[config.mk]
export PLATFORM = sky130hd
export DESIGN_NAME = gpoe_bank
export DESIGN_NICKNAME = d
export VERILOG_FILES = /design/src/rtl/gpoe_pkg.sv /design/src/rtl/gpoe_bank.sv
export VERILOG_INCLUDE_DIRS = /design/src /design/src/rtl
export SDC_FILE = /design/constraint.sdc
export NUM_CORES = 1
export LEC_CHECK = 0
export BUFFER_PORTS_ARGS = -buffer_cell sky130_fd_sc_hd__buf_4
export CAP_MARGIN = 20
export CORE_MARGIN = 2
export CORE_UTILIZATION = 55
export CTS_BUF_LIST = sky130_fd_sc_hd__clkbuf_8
export DETAILED_ROUTE_END_ITERATION = 8
export GPL_TIMING_DRIVEN = 0
export PLACE_DENSITY = 0.93
export SYNTH_ARGS = -nofsm -noshare
export SYNTH_HDL_FRONTEND = slang
export SYNTH_SLANG_ARGS = --single-unit
[constraint.sdc]
create_clock -name clk -period 4 [get_ports clk]
set_input_delay 0.4 -clock clk [delete_from_list [all_inputs] [get_ports clk]]
set_output_delay 0.4 -clock clk [all_outputs]
set_load 0.01 [all_outputs]
[src/rtl/gpoe_cfg.svh]
`ifndef GPOE_CFG_SVH
`define GPOE_CFG_SVH
`define GPOE_ADDR_W 8
`define GPOE_DATA_W 32
`define GPOE_HI_W 8
`define GPOE_STRAP_W 6
`define GPOE_OFS_OUT_LO 8'h04
`define GPOE_OFS_OUT_SET_LO 8'h08
`define GPOE_OFS_OUT_CLR_LO 8'h0C
`define GPOE_OFS_OUT_HI 8'h10
`define GPOE_OFS_OUT_SET_HI 8'h14
`define GPOE_OFS_OUT_CLR_HI 8'h18
`define GPOE_OFS_EN_LO 8'h20
`define GPOE_OFS_EN_SET_LO 8'h24
`define GPOE_OFS_EN_CLR_LO 8'h28
`define GPOE_OFS_EN_HI 8'h2C
`define GPOE_OFS_EN_SET_HI 8'h30
`define GPOE_OFS_EN_CLR_HI 8'h34
`define GPOE_OFS_STRAP 8'h38
`define GPOE_RST_LO 32'h00000000
`define GPOE_RST_HI 8'h00
`define GPOE_RST_STRAP 6'h00
`endif

[src/rtl/gpoe_pkg.sv]
`include "gpoe_cfg.svh"
package gpoe_pkg;
    typedef logic [`GPOE_ADDR_W-1:0] gpoe_addr_t;
    typedef logic [`GPOE_DATA_W-1:0] gpoe_word_t;
    typedef logic [`GPOE_HI_W-1:0] gpoe_hi_t;
    typedef logic [`GPOE_STRAP_W-1:0] gpoe_strap_t;
    // Strap capture progress after reset release
    typedef enum logic [1:0] {
        GPOE_CAP_WAIT = 2'b00,
        GPOE_CAP_TAKE = 2'b01,
        GPOE_CAP_DONE = 2'b10,
        GPOE_CAP_SETTLE = 2'b11
    } gpoe_cap_t;
endpackage : gpoe_pkg

[src/rtl/gpoe_bank.sv]
`include "gpoe_cfg.svh"
module gpoe_bank (
    // Clock and reset
    input wire logic clk,
    input wire logic reset_n,
    // Register port
    input wire gpoe_pkg::gpoe_addr_t addr,
    input wire gpoe_pkg::gpoe_word_t wdata,
    input wire logic wr_stb,
    input wire logic rd_stb,
    output gpoe_pkg::gpoe_word_t rdata,
    // Boot selection pins, asynchronous
    input wire gpoe_pkg::gpoe_strap_t strap_pins,
    // Pad drivers
    output gpoe_pkg::gpoe_word_t pad_out_lo,
    output gpoe_pkg::gpoe_word_t pad_oe_lo,
    output gpoe_pkg::gpoe_hi_t pad_out_hi,
    output gpoe_pkg::gpoe_hi_t pad_oe_hi,
    // Register contents, for visibility
    output gpoe_pkg::gpoe_word_t out_value_lo,
    output gpoe_pkg::gpoe_word_t drive_en_lo,
    output gpoe_pkg::gpoe_hi_t out_value_hi,
    output gpoe_pkg::gpoe_hi_t drive_en_hi,
    output gpoe_pkg::gpoe_strap_t boot_select
);
    import gpoe_pkg::*;

    gpoe_word_t out_lo_r, out_lo_nxt;
    gpoe_word_t en_lo_r, en_lo_nxt;
    gpoe_hi_t out_hi_r;
    gpoe_hi_t en_hi_r;
    // High next values kept at bus width; the flop takes the low slice on purpose
    gpoe_word_t out_hi_nxt;
    gpoe_word_t en_hi_nxt;
    gpoe_strap_t strap_s1_r, strap_s2_r, strap_r;
    gpoe_cap_t cap_r;
    gpoe_word_t rdata_r;

    // Write decode, one hit per offset
    function automatic logic hit(input gpoe_addr_t a, input gpoe_addr_t ofs);
        hit = (a == ofs);
    endfunction : hit

    // Value/set/clear merge; a plain write wins over set, and set over clear, in same cycle
    function automatic gpoe_word_t merge(input gpoe_word_t cur, input gpoe_word_t d,
                                         input logic wv, input logic ws, input logic wc);
        merge = wv ? d : ws ? (cur | d) : wc ? (cur & ~d) : cur;
    endfunction : merge

    wire w_out_lo = wr_stb && hit(addr, `GPOE_OFS_OUT_LO);
    wire w_out_set_lo = wr_stb && hit(addr, `GPOE_OFS_OUT_SET_LO);
    wire w_out_clr_lo = wr_stb && hit(addr, `GPOE_OFS_OUT_CLR_LO);
    wire w_out_hi = wr_stb && hit(addr, `GPOE_OFS_OUT_HI);
    wire w_out_set_hi = wr_stb && hit(addr, `GPOE_OFS_OUT_SET_HI);
    wire w_out_clr_hi = wr_stb && hit(addr, `GPOE_OFS_OUT_CLR_HI);
    wire w_en_lo = wr_stb && hit(addr, `GPOE_OFS_EN_LO);
    wire w_en_set_lo = wr_stb && hit(addr, `GPOE_OFS_EN_SET_LO);
    wire w_en_clr_lo = wr_stb && hit(addr, `GPOE_OFS_EN_CLR_LO);
    wire w_en_hi = wr_stb && hit(addr, `GPOE_OFS_EN_HI);
    wire w_en_set_hi = wr_stb && hit(addr, `GPOE_OFS_EN_SET_HI);
    wire w_en_clr_hi = wr_stb && hit(addr, `GPOE_OFS_EN_CLR_HI);

    // Next values of the four vectors
    assign out_lo_nxt = merge(out_lo_r, wdata, w_out_lo, w_out_set_lo, w_out_clr_lo);
    assign out_hi_nxt = merge({24'h000000, out_hi_r}, wdata, w_out_hi, w_out_set_hi,
                              w_out_clr_hi);
    assign en_lo_nxt = merge(en_lo_r, wdata, w_en_lo, w_en_set_lo, w_en_clr_lo);
    assign en_hi_nxt = merge({24'h000000, en_hi_r}, wdata, w_en_hi, w_en_set_hi,
                             w_en_clr_hi);

    // Vector registers
    always_ff @(posedge clk or negedge reset_n)
    begin
        if (!reset_n)
        begin
            out_lo_r <= `GPOE_RST_LO;
            en_lo_r <= `GPOE_RST_LO;
            out_hi_r <= `GPOE_RST_HI;
            en_hi_r <= `GPOE_RST_HI;
        end
        else
        begin
            out_lo_r <= out_lo_nxt;
            en_lo_r <= en_lo_nxt;
            out_hi_r <= out_hi_nxt[`GPOE_HI_W-1:0];
            en_hi_r <= en_hi_nxt[`GPOE_HI_W-1:0];
        end
    end

    // Strap pins pass two flops; the level is caught once, after release
    always_ff @(posedge clk or negedge reset_n)
    begin
        if (!reset_n)
        begin
            strap_s1_r <= `GPOE_RST_STRAP;
            strap_s2_r <= `GPOE_RST_STRAP;
        end
        else
        begin
            strap_s1_r <= strap_pins;
            strap_s2_r <= strap_s1_r;
        end
    end

    // Capture sequencer waits until the synchroniser holds real pin levels
    always_ff @(posedge clk or negedge reset_n)
    begin
        if (!reset_n)
        begin
            cap_r <= GPOE_CAP_WAIT;
            strap_r <= `GPOE_RST_STRAP;
        end
        else
        begin
            case (cap_r)
                // Two waits: the second flop holds reset zeros until the second edge
                GPOE_CAP_WAIT: cap_r <= GPOE_CAP_SETTLE;
                GPOE_CAP_SETTLE: cap_r <= GPOE_CAP_TAKE;
                GPOE_CAP_TAKE:
                begin
                    strap_r <= strap_s2_r;
                    cap_r <= GPOE_CAP_DONE;
                end
                GPOE_CAP_DONE: cap_r <= GPOE_CAP_DONE; // Writes never reach strap_r
                default: cap_r <= GPOE_CAP_WAIT;
            endcase
        end
    end

    // Read mux; set/clear and unmapped offsets read zero
    wire gpoe_word_t rd_mux =
        hit(addr, `GPOE_OFS_OUT_LO) ? out_lo_r :
        hit(addr, `GPOE_OFS_OUT_HI) ? {24'h000000, out_hi_r} :
        hit(addr, `GPOE_OFS_EN_LO) ? en_lo_r :
        hit(addr, `GPOE_OFS_EN_HI) ? {24'h000000, en_hi_r} :
        hit(addr, `GPOE_OFS_STRAP) ? {26'h0000000, strap_r} :
        32'h00000000;

    // Read data stands only in the cycle after the strobe
    always_ff @(posedge clk or negedge reset_n)
    begin
        if (!reset_n)
            rdata_r <= 32'h00000000;
        else
            rdata_r <= rd_stb ? rd_mux : 32'h00000000;
    end

    assign rdata = rdata_r;
    assign out_value_lo = out_lo_r;
    assign drive_en_lo = en_lo_r;
    assign out_value_hi = out_hi_r;
    assign drive_en_hi = en_hi_r;
    assign boot_select = strap_r;
    // Pad output enable is the enable bit; data forced low when released
    assign pad_oe_lo = en_lo_r;
    assign pad_out_lo = out_lo_r & en_lo_r;
    assign pad_oe_hi = en_hi_r;
    assign pad_out_hi = out_hi_r & en_hi_r;
endmodule : gpoe_bank

## After elaboration in Yosys (flattened, before gate mapping)

Index checks and enable logic that the tools add are counted.
W data, S select, Z words.

- Reduce and logical (&&, ||, !) cells: 18
- Equality and inequality tests: 16
- Multiplexer cells: 19
- Bitwise gates (word level): 11

Operators with widths:

| operator | count |
|---|---|
| $mux W32 | 10 |
| $and A32 B32 Y32 | 3 |
| $or A32 B32 Y32 | 2 |
| $eq A8 B6 Y1 const B | 7 |
| $mux W8 | 7 |
| $not A32 Y32 | 1 |
| $and A8 B8 Y8 | 3 |
| $eq A8 B5 Y1 const B | 3 |
| $eq A8 B4 Y1 const B | 2 |
| $or A8 B8 Y8 | 2 |
| $logic_and A1 B1 Y1 | 12 |
| $reduce_bool A3 Y1 | 4 |
| $eq A8 B3 Y1 const B | 1 |
| $mux W6 | 1 |
| $pmux W2 S3 | 1 |
| $eq A2 B2 Y1 const B | 2 |
| $eq A2 B1 Y1 const B | 1 |
| $logic_not A2 Y1 | 1 |
| $reduce_or A2 Y1 | 1 |

- Input bits: 50
- Register bits: 132
- Output and inout port bits: 198

## Logic depth before layout (Yosys ltp)

Gate-level depths: netlist (run 1).

- Depth after elaboration: 7
- Depth in mapped cells: 7
- Mapped depth without buffers: 4

## Worst setup path after synthesis (run 1)

OpenSTA, ideal clock, no wires.

- Kind: input port to flip-flop
- From: in addr[7]
- To: reg rdata_r[5], in the netlist rdata[5]
- Slack: 2.279 ns
- Stages on the path: 5
- Buffers on the path: 1
- Library setup time: 0.119 ns
- Arrival time: 1.603 ns
- Data required time: 3.881 ns
- Cell sequence: or4_1 -> buf_6 -> a2111oi_0 -> a211oi_1 -> o21a_1

- Longest elaborated chain between the ends: 7
- Elaborated cells between the ends (all ways): 11
- Classes of those cells: eq/ne (5); mux (6)

Ends and longest elaborated chain:

| what | line | text |
|---|---|---|
| from (decl) | gpoe_bank.sv:7 | `input wire gpoe_pkg::gpoe_addr_t addr,` |
| $eq A8 B6 Y1 | gpoe_bank.sv:41 | `hit = (a == ofs);` |
| $mux W6 | gpoe_bank.sv:136 | `` hit(addr, `GPOE_OFS_STRAP) ? {26'h0000000, strap_r} : `` |
| $mux W8 | gpoe_bank.sv:135 | `` hit(addr, `GPOE_OFS_EN_HI) ? {24'h000000, en_hi_r} : `` |
| $mux W32 | gpoe_bank.sv:134 | `` hit(addr, `GPOE_OFS_EN_LO) ? en_lo_r : `` |
| $mux W32 | gpoe_bank.sv:133 | `` hit(addr, `GPOE_OFS_OUT_HI) ? {24'h000000, out_hi_r} : `` |
| $mux W32 (*) | gpoe_bank.sv:132 | `` hit(addr, `GPOE_OFS_OUT_LO) ? out_lo_r : `` |
| $mux W32 (*) | gpoe_bank.sv:145 | `rdata_r <= rd_stb ? rd_mux : 32'h00000000;` |
| to (signal assigned) | gpoe_bank.sv:145 |  |
| to (decl) | gpoe_bank.sv:37 | `gpoe_word_t rdata_r;` |

Every way passes the cells marked *; elsewhere a longest branch is shown, timed or not.
A chain may end at the register's enable or synchronous reset.

==> qor.yml, run 1 <==
place:
  gp_congestion: 0.9399
  dp_hpwl_um: 15050
  port_buffers: 247
  placed_area_um2: 8491
  placed_cells: 967
  post-place-ws_ns: 1.567
timing:
  finalSetupTns_ns: 0
  tightest_slew_ns: 0.9924
  finalSetupViolations: 0
  slew_viol_final: 0
  finalHoldViolations: 0
  min_period_over_period_pct: 50.20
  rsz0062_at_grt: "no"
  relSlewSlack_pct: 33.29
  fin_ws_ns: 1.992
  fmax_ghz: 0.4980
  fin_hold_ws_ns: 0.06527
  fin_skew_ns: 0.01092
  fin_crit_ns: 2.008
yosys:
  postSynthAreaPerCell_um2: 11.16
  ys_warn_count: 0
  synth_ff_type: "dfrtp_1"
  syn_area_um2: 6426
  synth_seq_cells: 132
  syn_nets: 628
  synthCells: 576
  netlist-cell-type-count: 54
  synth-edff-count: 0
  ys_async_sr_fraction_pct: 100.0
  ys_seq_area_share_pct: 51.40
floorplan:
  die_h_um: 112.1
  dieArea_um2: 12560
  top_level_ports: 248
  initial_utilization_pct: 56.28
  die_w_um: 112.1
  rows: 39
  core-area_um2: 11420
routing:
  viasPerCell: 6.000
  drt_first_pass_iters: 5
  via_count: 6000
  drc: 0
  antenna_left: 0
  drt_iter0_markers: 502
  wl_per_cell_um: 20.90
  drt-total-wl_um: 20900
layout:
  final_core_util_pct: 77.73
  area_delta_synth_final_pct: 38.12
  layout.nets: 896
  fin_cells: 1000
  drive_gt1_share_pct: 42.36
  n_antenna_cell: 0
  n_fill_cell: 778
  final_area_um2: 8876
worst_setup_path:
  required_ns: 4.36
  worstSetupPathType: "in2reg"
  slowest_delay_ns: 0.73
  cp.arrival_ns: 2.37
  crit_path_end_kind: "flop"
  path_delay_family: "simple AND/OR/NAND/NOR gates"
  worst_setup_path_start_kind: "input port"
  path_buf_inv: 2
  path_max_fanout: 10
  cp_slowest_cell: "nor3b_2"
  path_cells: "buf_4, buf_2, nor2_1, mux2i_1, nor3b_2, a32o_1"
grt:
  antenna_found_initial: 0
  grt_pass1_wl_um: 32640
  grt_start_max_net_pins: 80
  grt_pass1_vias: 6023
  track_usage_pct: 33.43
  grt.overflow.total: 0
pwr:
  report.power.total_mw: 3.099
  power.share.combinational_pct: 16.6
  p_int_mw: 2.208
  p_per_area_nw_per_um2: 349.2
  p_clk_share_pct: 34.5
  vdd_drop_max_mv: 0.2461
  power_switching_mw: 0.8910
  p_leak_nw: 4.530
  netSwitchingFraction_pct: 28.75
  p_seq_share_pct: 49.0
cts:
  clk_path_buf_depth: 2
  clkTransAtPathRegs_ns: 0.08
  clock_latency_ns: 0.43
  h-tree-depth: 4
  cts-root-buf: "clkbuf_8"
  cts_tree: "done"
  clock-sinks: 132
  cts_buffers: 17
job:
  maxCapViolCount: 0
hold_path:
  hold_class: "in2reg"
status:
  status: "finished, final reports clean"
## area by class of cell
type | count | area [um2] | share of cell area (%)
timing repair buffer | 249 | 1896 | 21.36
sequential | 132 | 3303 | 37.21
buffer | 83 | 513.0 | 5.780
inverter | 3 | 11.26 | 0.1269
clock buffer | 18 | 247.7 | 2.791
clock inverter | 14 | 127.6 | 1.438
multi-input combinational | 358 | 2599 | 29.28
tap | 143 | 178.9 | 2.016
## path summary, 6_finish.rpt
path	from	cells past startpoint	end	slack [ns]
worst min-delay path	strap_pins[1]	1	strap_s1_r[1]	0.07
min in group asynchronous	reset_n	2	asynchronous set/reset pin	0.48
max in group asynchronous	reset_n	3	asynchronous set/reset pin	2.78
worst min register to register	strap_s1_r[5]	0	strap_s2_r[5]	0.35
worst max register to register	flop	4	rdata[1]	2.23
worst max-delay path	addr[2]	6	flop	1.99
## kinds of logic after synthesis
logic type	share of synthesized area, %
AND/OR/NAND/NOR	13.79
AO/OA/AOI/OAI	24.92
flip-flops	51.40
XOR/XNOR	0.1363
multiplexers	1.207
buffers and inverters	8.158
adder cells (fa/ha/maj)	0.3893
## metal layers
| metal | vias up | part of all wire, % | track usage (%) |
|---|---|---|---|
| met4 | 0 | 3.9 | 16.10 |
| met1 | 2902 | 37 | 41.62 |
| li1 | 2631 | - | - |
| met5 | - | 0 | 0 |
| met2 | 398 | 50 | 55.94 |
| met3 | 69 | 9.2 | 7.127 |
## power groups by stage
| stage | clock network (mW) | registers, mW | logic (mW) |
|---|---|---|---|
| detailed placement | 0 | 1.54 | 0.513 |
| CTS | 1.07 | 1.51 | 0.516 |
| global placement | 0 | 1.53 | 0.494 |
| global route | 1.13 | 1.53 | 0.547 |
| finish | 1.07 | 1.52 | 0.513 |
| floorplan | 0 | 1.54 | 0.179 |
## worst register-to-register path, stage by stage, from the launching register on
cell and delay, ns:
dfrtp_1 0.46, or3b_2 0.46, a2111oi_0 0.46, a211oi_1 0.11
o21a_1 0.19
## what timing repair did
| item | CTS | global route |
|---|---|---|
| endpoints found under the hold margin | 53 | 0 |
| hold buffers | 1 | 0 |
| setup buffers | 0 | 0 |
| gates resized for setup | 0 | 0 |
## synth_stat cells (2+ instances only)
| library cell | instances | area [um2] |
|---|---|---|
| o221a_2 | 2 | 22.52 |
| nand2b_1 | 2 | 12.51 |
| a2111oi_0 | 2 | 17.52 |
| buf_2 | 22 | 110.1 |
| o211ai_1 | 4 | 30.03 |
| nand3_1 | 9 | 45.04 |
| mux2_2 | 6 | 67.56 |
| buf_4 | 41 | 307.8 |
| nor2_1 | 3 | 11.26 |
| nand2_1 | 14 | 52.55 |
| o21ai_0 | 42 | 210.2 |
| o2bb2ai_1 | 2 | 17.52 |
| a221oi_1 | 2 | 17.52 |
| a22oi_1 | 27 | 202.7 |
| nand4_1 | 4 | 25.02 |
| a21oi_1 | 4 | 20.02 |
| a211oi_1 | 2 | 15.01 |
| nor3_1 | 6 | 30.03 |
| or3b_1 | 2 | 17.52 |
| clkbuf_1 | 16 | 60.06 |
| o21a_1 | 4 | 30.03 |
| dfrtp_1 | 132 | 3303 |
| or3_1 | 2 | 12.51 |
| a21boi_0 | 2 | 15.01 |
| inv_1 | 3 | 11.26 |
| nor3b_2 | 3 | 37.54 |
| a32o_1 | 8 | 80.08 |
| ha_1 | 2 | 25.02 |
| or4b_1 | 2 | 20.02 |
| o21bai_1 | 32 | 240.2 |
| and2_1 | 44 | 275.3 |
| nor4_2 | 3 | 37.54 |
| a22o_1 | 73 | 639.4 |
| nor2b_1 | 28 | 175.2 |
| nand4b_1 | 2 | 17.52 |
| and3_1 | 6 | 37.54 |
## layout by cell type (no fill, tap or decap), types with 14 or more instances in the layout
cell type	synthesis	routed
clkbuf_8	0	18
buf_2	22	22
nand2_1	14	14
dfrtp_1	132	132
o21bai_1	32	32
o21ai_0	42	42
buf_4	41	287
nor2b_1	28	28
and2_1	44	44
a22o_1	73	73
clkbuf_1	16	16
a22oi_1	27	27
(Power assumes the default switching activity.)
==> inputs of run 2 (changes only) <==
Settings changed: ABC_AREA set to 1, CORE_UTILIZATION 55 to 46, PLACE_DENSITY 0.93 to 0.83.
Clock period 4 ns to 1.6 ns, I/O delays scaled along.
==> run 2 against run 1 <==
Against the previous run:
- area after synthesis about the same
- utilization down 9.8 points
- setup slack worse by 2.0 ns
- global-route usage down 6.4 points
- synthesized cell count up 42%
- clock-buffer cell count down 1
- clock power rose to 2.9 times the previous value
- cell area up 5.4%
- die area up 19%
- sequential share of layout area down 1.9 points
- via count up 8.4%
==> qor.yml, run 2 <==
timing:
  fin_skew_ns: 0.01002  # -0.0008985 ns
  min_period_over_period_pct: 97.61
  relSlewSlack_pct: 57.39  # +24 points
  finalSetupViolations: 0  # unchanged
  tightest_slew_ns: 0.6392  # -0.3531 ns
  fmax_ghz: 0.6403
  finalHoldViolations: 0  # unchanged
  fin_hold_ws_ns: 0.2025  # +0.1373 ns
  fin_crit_ns: 1.562
  slew_viol_final: 0  # unchanged
  rsz0062_at_grt: "yes"
worst_setup_path:
  crit_path_end_kind: "flop"
  path_cells: "buf_4, nor2_2, nand2_1, nor3_1, buf_1, o21ai_0, nand2_1, o21ai_0"
  slowest_delay_ns: 0.49  # -0.24 ns
  cp_slowest_cell: "buf_1"
  required_ns: 1.91  # -2.45 ns
  worstSetupPathType: "in2reg"
  worst_setup_path_start_kind: "input port"
  cp.arrival_ns: 1.87  # -0.50 ns
  path_max_fanout: 10  # unchanged
yosys:
  ys_async_sr_fraction_pct: 100.0  # unchanged
  synth_ff_type: "dfrtp_1"
  netlist-cell-type-count: 26  # -52%
  synth.most_common_cell: "nand2_1"
  yosys.area.top_type: "dfrtp_1"
  syn_nets: 871  # +39%
  synth_seq_cells: 132  # unchanged
  postSynthAreaPerCell_um2: 7.848  # -30%
  ys_warn_count: 0  # unchanged
  synth-edff-count: 0  # unchanged
  synth_common_cells: "nand2_1, dfrtp_1, o21ai_0"
  syn_area_um2: 6427  # about the same
  ys_seq_area_share_pct: 51.39  # about the same
  synthCells: 819  # +42%
  synth_top_area_share_pct: 51.39  # about the same
  synth.area.top_cells: "dfrtp_1, nand2_1, o21ai_0"
floorplan:
  die_h_um: 122.2  # +9.0%
  die_w_um: 122.2  # +9.0%
  dieArea_um2: 14930  # +19%
  core-area_um2: 13770  # +21%
  rows: 43  # +10%
  initial_utilization_pct: 46.67  # -9.6 points
  top_level_ports: 248  # unchanged
place:
  placed_cells: 1246  # +29%
  dp_hpwl_um: 13760  # -8.6%
  port_buffers: 246  # -0.40%
  gp_congestion: 0.9084  # -3.4%
cts:
  clkTransAtPathRegs_ns: 0.09  # about the same
  clock-sinks: 132  # unchanged
  clk_path_buf_depth: 2  # unchanged
  cts_buffers: 17  # unchanged
  h-tree-depth: 4  # unchanged
  cts_tree: "done"
  clock_latency_ns: 0.45  # +0.02 ns
  post-cts-setup-buffers: 0  # unchanged
  cts-root-buf: "clkbuf_8"
layout:
  final_common_cell: "nand2_1"
  area_delta_synth_final_pct: 45.61
  n_antenna_cell: 0  # unchanged
  drive_gt1_share_pct: 30.67  # -12 points
  final_core_util_pct: 67.95  # -9.8 points
  fin_cells: 1318  # +32%
  layout.nets: 1177  # +31%
  layout_common_cells: "nand2_1, buf_4, dfrtp_1"
routing:
  drt_iter0_markers: 575  # +15%
  wl_per_cell_um: 15.11  # -28%
  drc: 0  # unchanged
  viasPerCell: 4.935  # -18%
  antenna_left: 0  # unchanged
  drt-total-wl_um: 19910  # -4.7%
  via_count: 6504  # +8.4%
  drt_first_pass_iters: 5  # unchanged
pwr:
  p_per_area_nw_per_um2: 869.3  # +150%
  vdd_drop_max_mv: 0.6163  # +150%
  p_leak_nw: 5.288  # +17%
hold_path:
  hold_class: "in2reg"
grt:
  grt_pass1_wl_um: 31080  # -4.8%
  grt_pass1_vias: 6090  # +1.1%
  grt.overflow.total: 0  # unchanged
  grt_start_max_net_pins: 69  # -14%
  antenna_found_initial: 0  # unchanged
  track_usage_pct: 27.05  # -6.4 points
status:
  status: "finished, final reports clean"
job:
  maxCapViolCount: 0  # unchanged
==> run 2: cell count changes in the layout (fill, tap and decap cells not counted), moves of 27 or more <==
| cell | previous run | this run |
|---|---|---|
| inv_1 | 4 | 93 |
| o21bai_1 | 32 | 0 |
| and2_1 | 44 | 1 |
| nand2_1 | 14 | 323 |
| o21ai_0 | 42 | 96 |
| a22oi_1 | 27 | 0 |
| a22o_1 | 73 | 0 |
| dlygate4sd3_1 | 1 | 40 |
| nor2b_1 | 28 | 0 |
==> run 2: layer usage <==
layer / vias up / wire length [um] / track usage, %
li1: 3115 / - / -
met2: 259 / 9620 / 43.78
met3: 43 / 1418 / 5.712
met1: 3087 / 8256 / 34.86
met5: - / 0 / 0
met4: 0 / 616 / 12.36
==> run 2: per-stage QoR <==
| step | setup TNS [ns] | setup WS (ns) | power, mW | cell area (um2) |
|---|---|---|---|---|
| 6_report | 0 | 0.03823 | 8.135 | 9359 |
| 5_1_grt | -0.1185 | -0.03319 | 8.482 | 9359 |
| 4_1_cts | 0 | 0.08627 | 8.164 | 9359 |
| 3_5_place_dp | -20.43 | -0.4095 | 5.058 | 8531 |
| 3_3_place_gp | -32.09 | -0.3317 | 5.009 | 8499 |
| 2_1_floorplan | 0 | 0.2706 | 4.285 | 6427 |
==> run 2: layout make-up <==
class | instances | area [um2]
clock inverter | 15 | 193.9
buffer | 70 | 467.9
inverter | 93 | 349.1
fill | 1138 | 4414
tap | 180 | 225.2
sequential | 132 | 3303
timing repair buffer | 287 | 2278
clock buffer | 17 | 234.0
multi-input combinational | 524 | 2307
==> run 2: worst max-delay path, delay by kind of cell <==
family / cells / cell delay [ns]
AOI/OAI and AO/OA: 2 / 0.28
buffers and inverters: 2 / 0.61
and+or+nand+nor: 4 / 0.82
==> run 2: path summary, 6_finish.rpt <==
path,start,to,slack [ns],cells past startpoint
max,addr[7],flop,0.04,8
min,wr_stb,flop,0.20,3
max reg2reg,cap_r[1],boot_select[5],0.26,4
min reg2reg,strap_s1_r[0],strap_s2_r[0],0.35,0
max in group asynchronous,reset_n,asynchronous set/reset pin,0.58,3
min in group asynchronous,reset_n,strap_s2_r[4],0.28,2
==> run 2: logic make-up after synthesis <==
kind of cell / share of synthesized area, %
AOI/OAI and AO/OA: 10.98
adders and majority gates: 0.3893
buffers and inverters: 12.71
DFF: 51.39
muxes: 1.051
and+or+nand+nor: 23.48
==> run 2: report_power, final <==
group | switching (mW) | internal, mW | leakage (nW) | total, mW
logic | 0.598 | 0.694 | 3.31 | 1.29
registers | 0.254 | 3.53 | 1.77 | 3.79
clock network | 1.47 | 1.58 | 0.207 | 3.06
total | 2.33 | 5.81 | 5.29 | 8.14
==> run 2: what timing repair did <==
| action | CTS | global route |
|---|---|---|
| hold buffers | 40 | 0 |
| resized for setup | 0 | 1 |
| hold endpoints to repair | 125 | 0 |
| setup endpoints to repair | 0 | 6 |
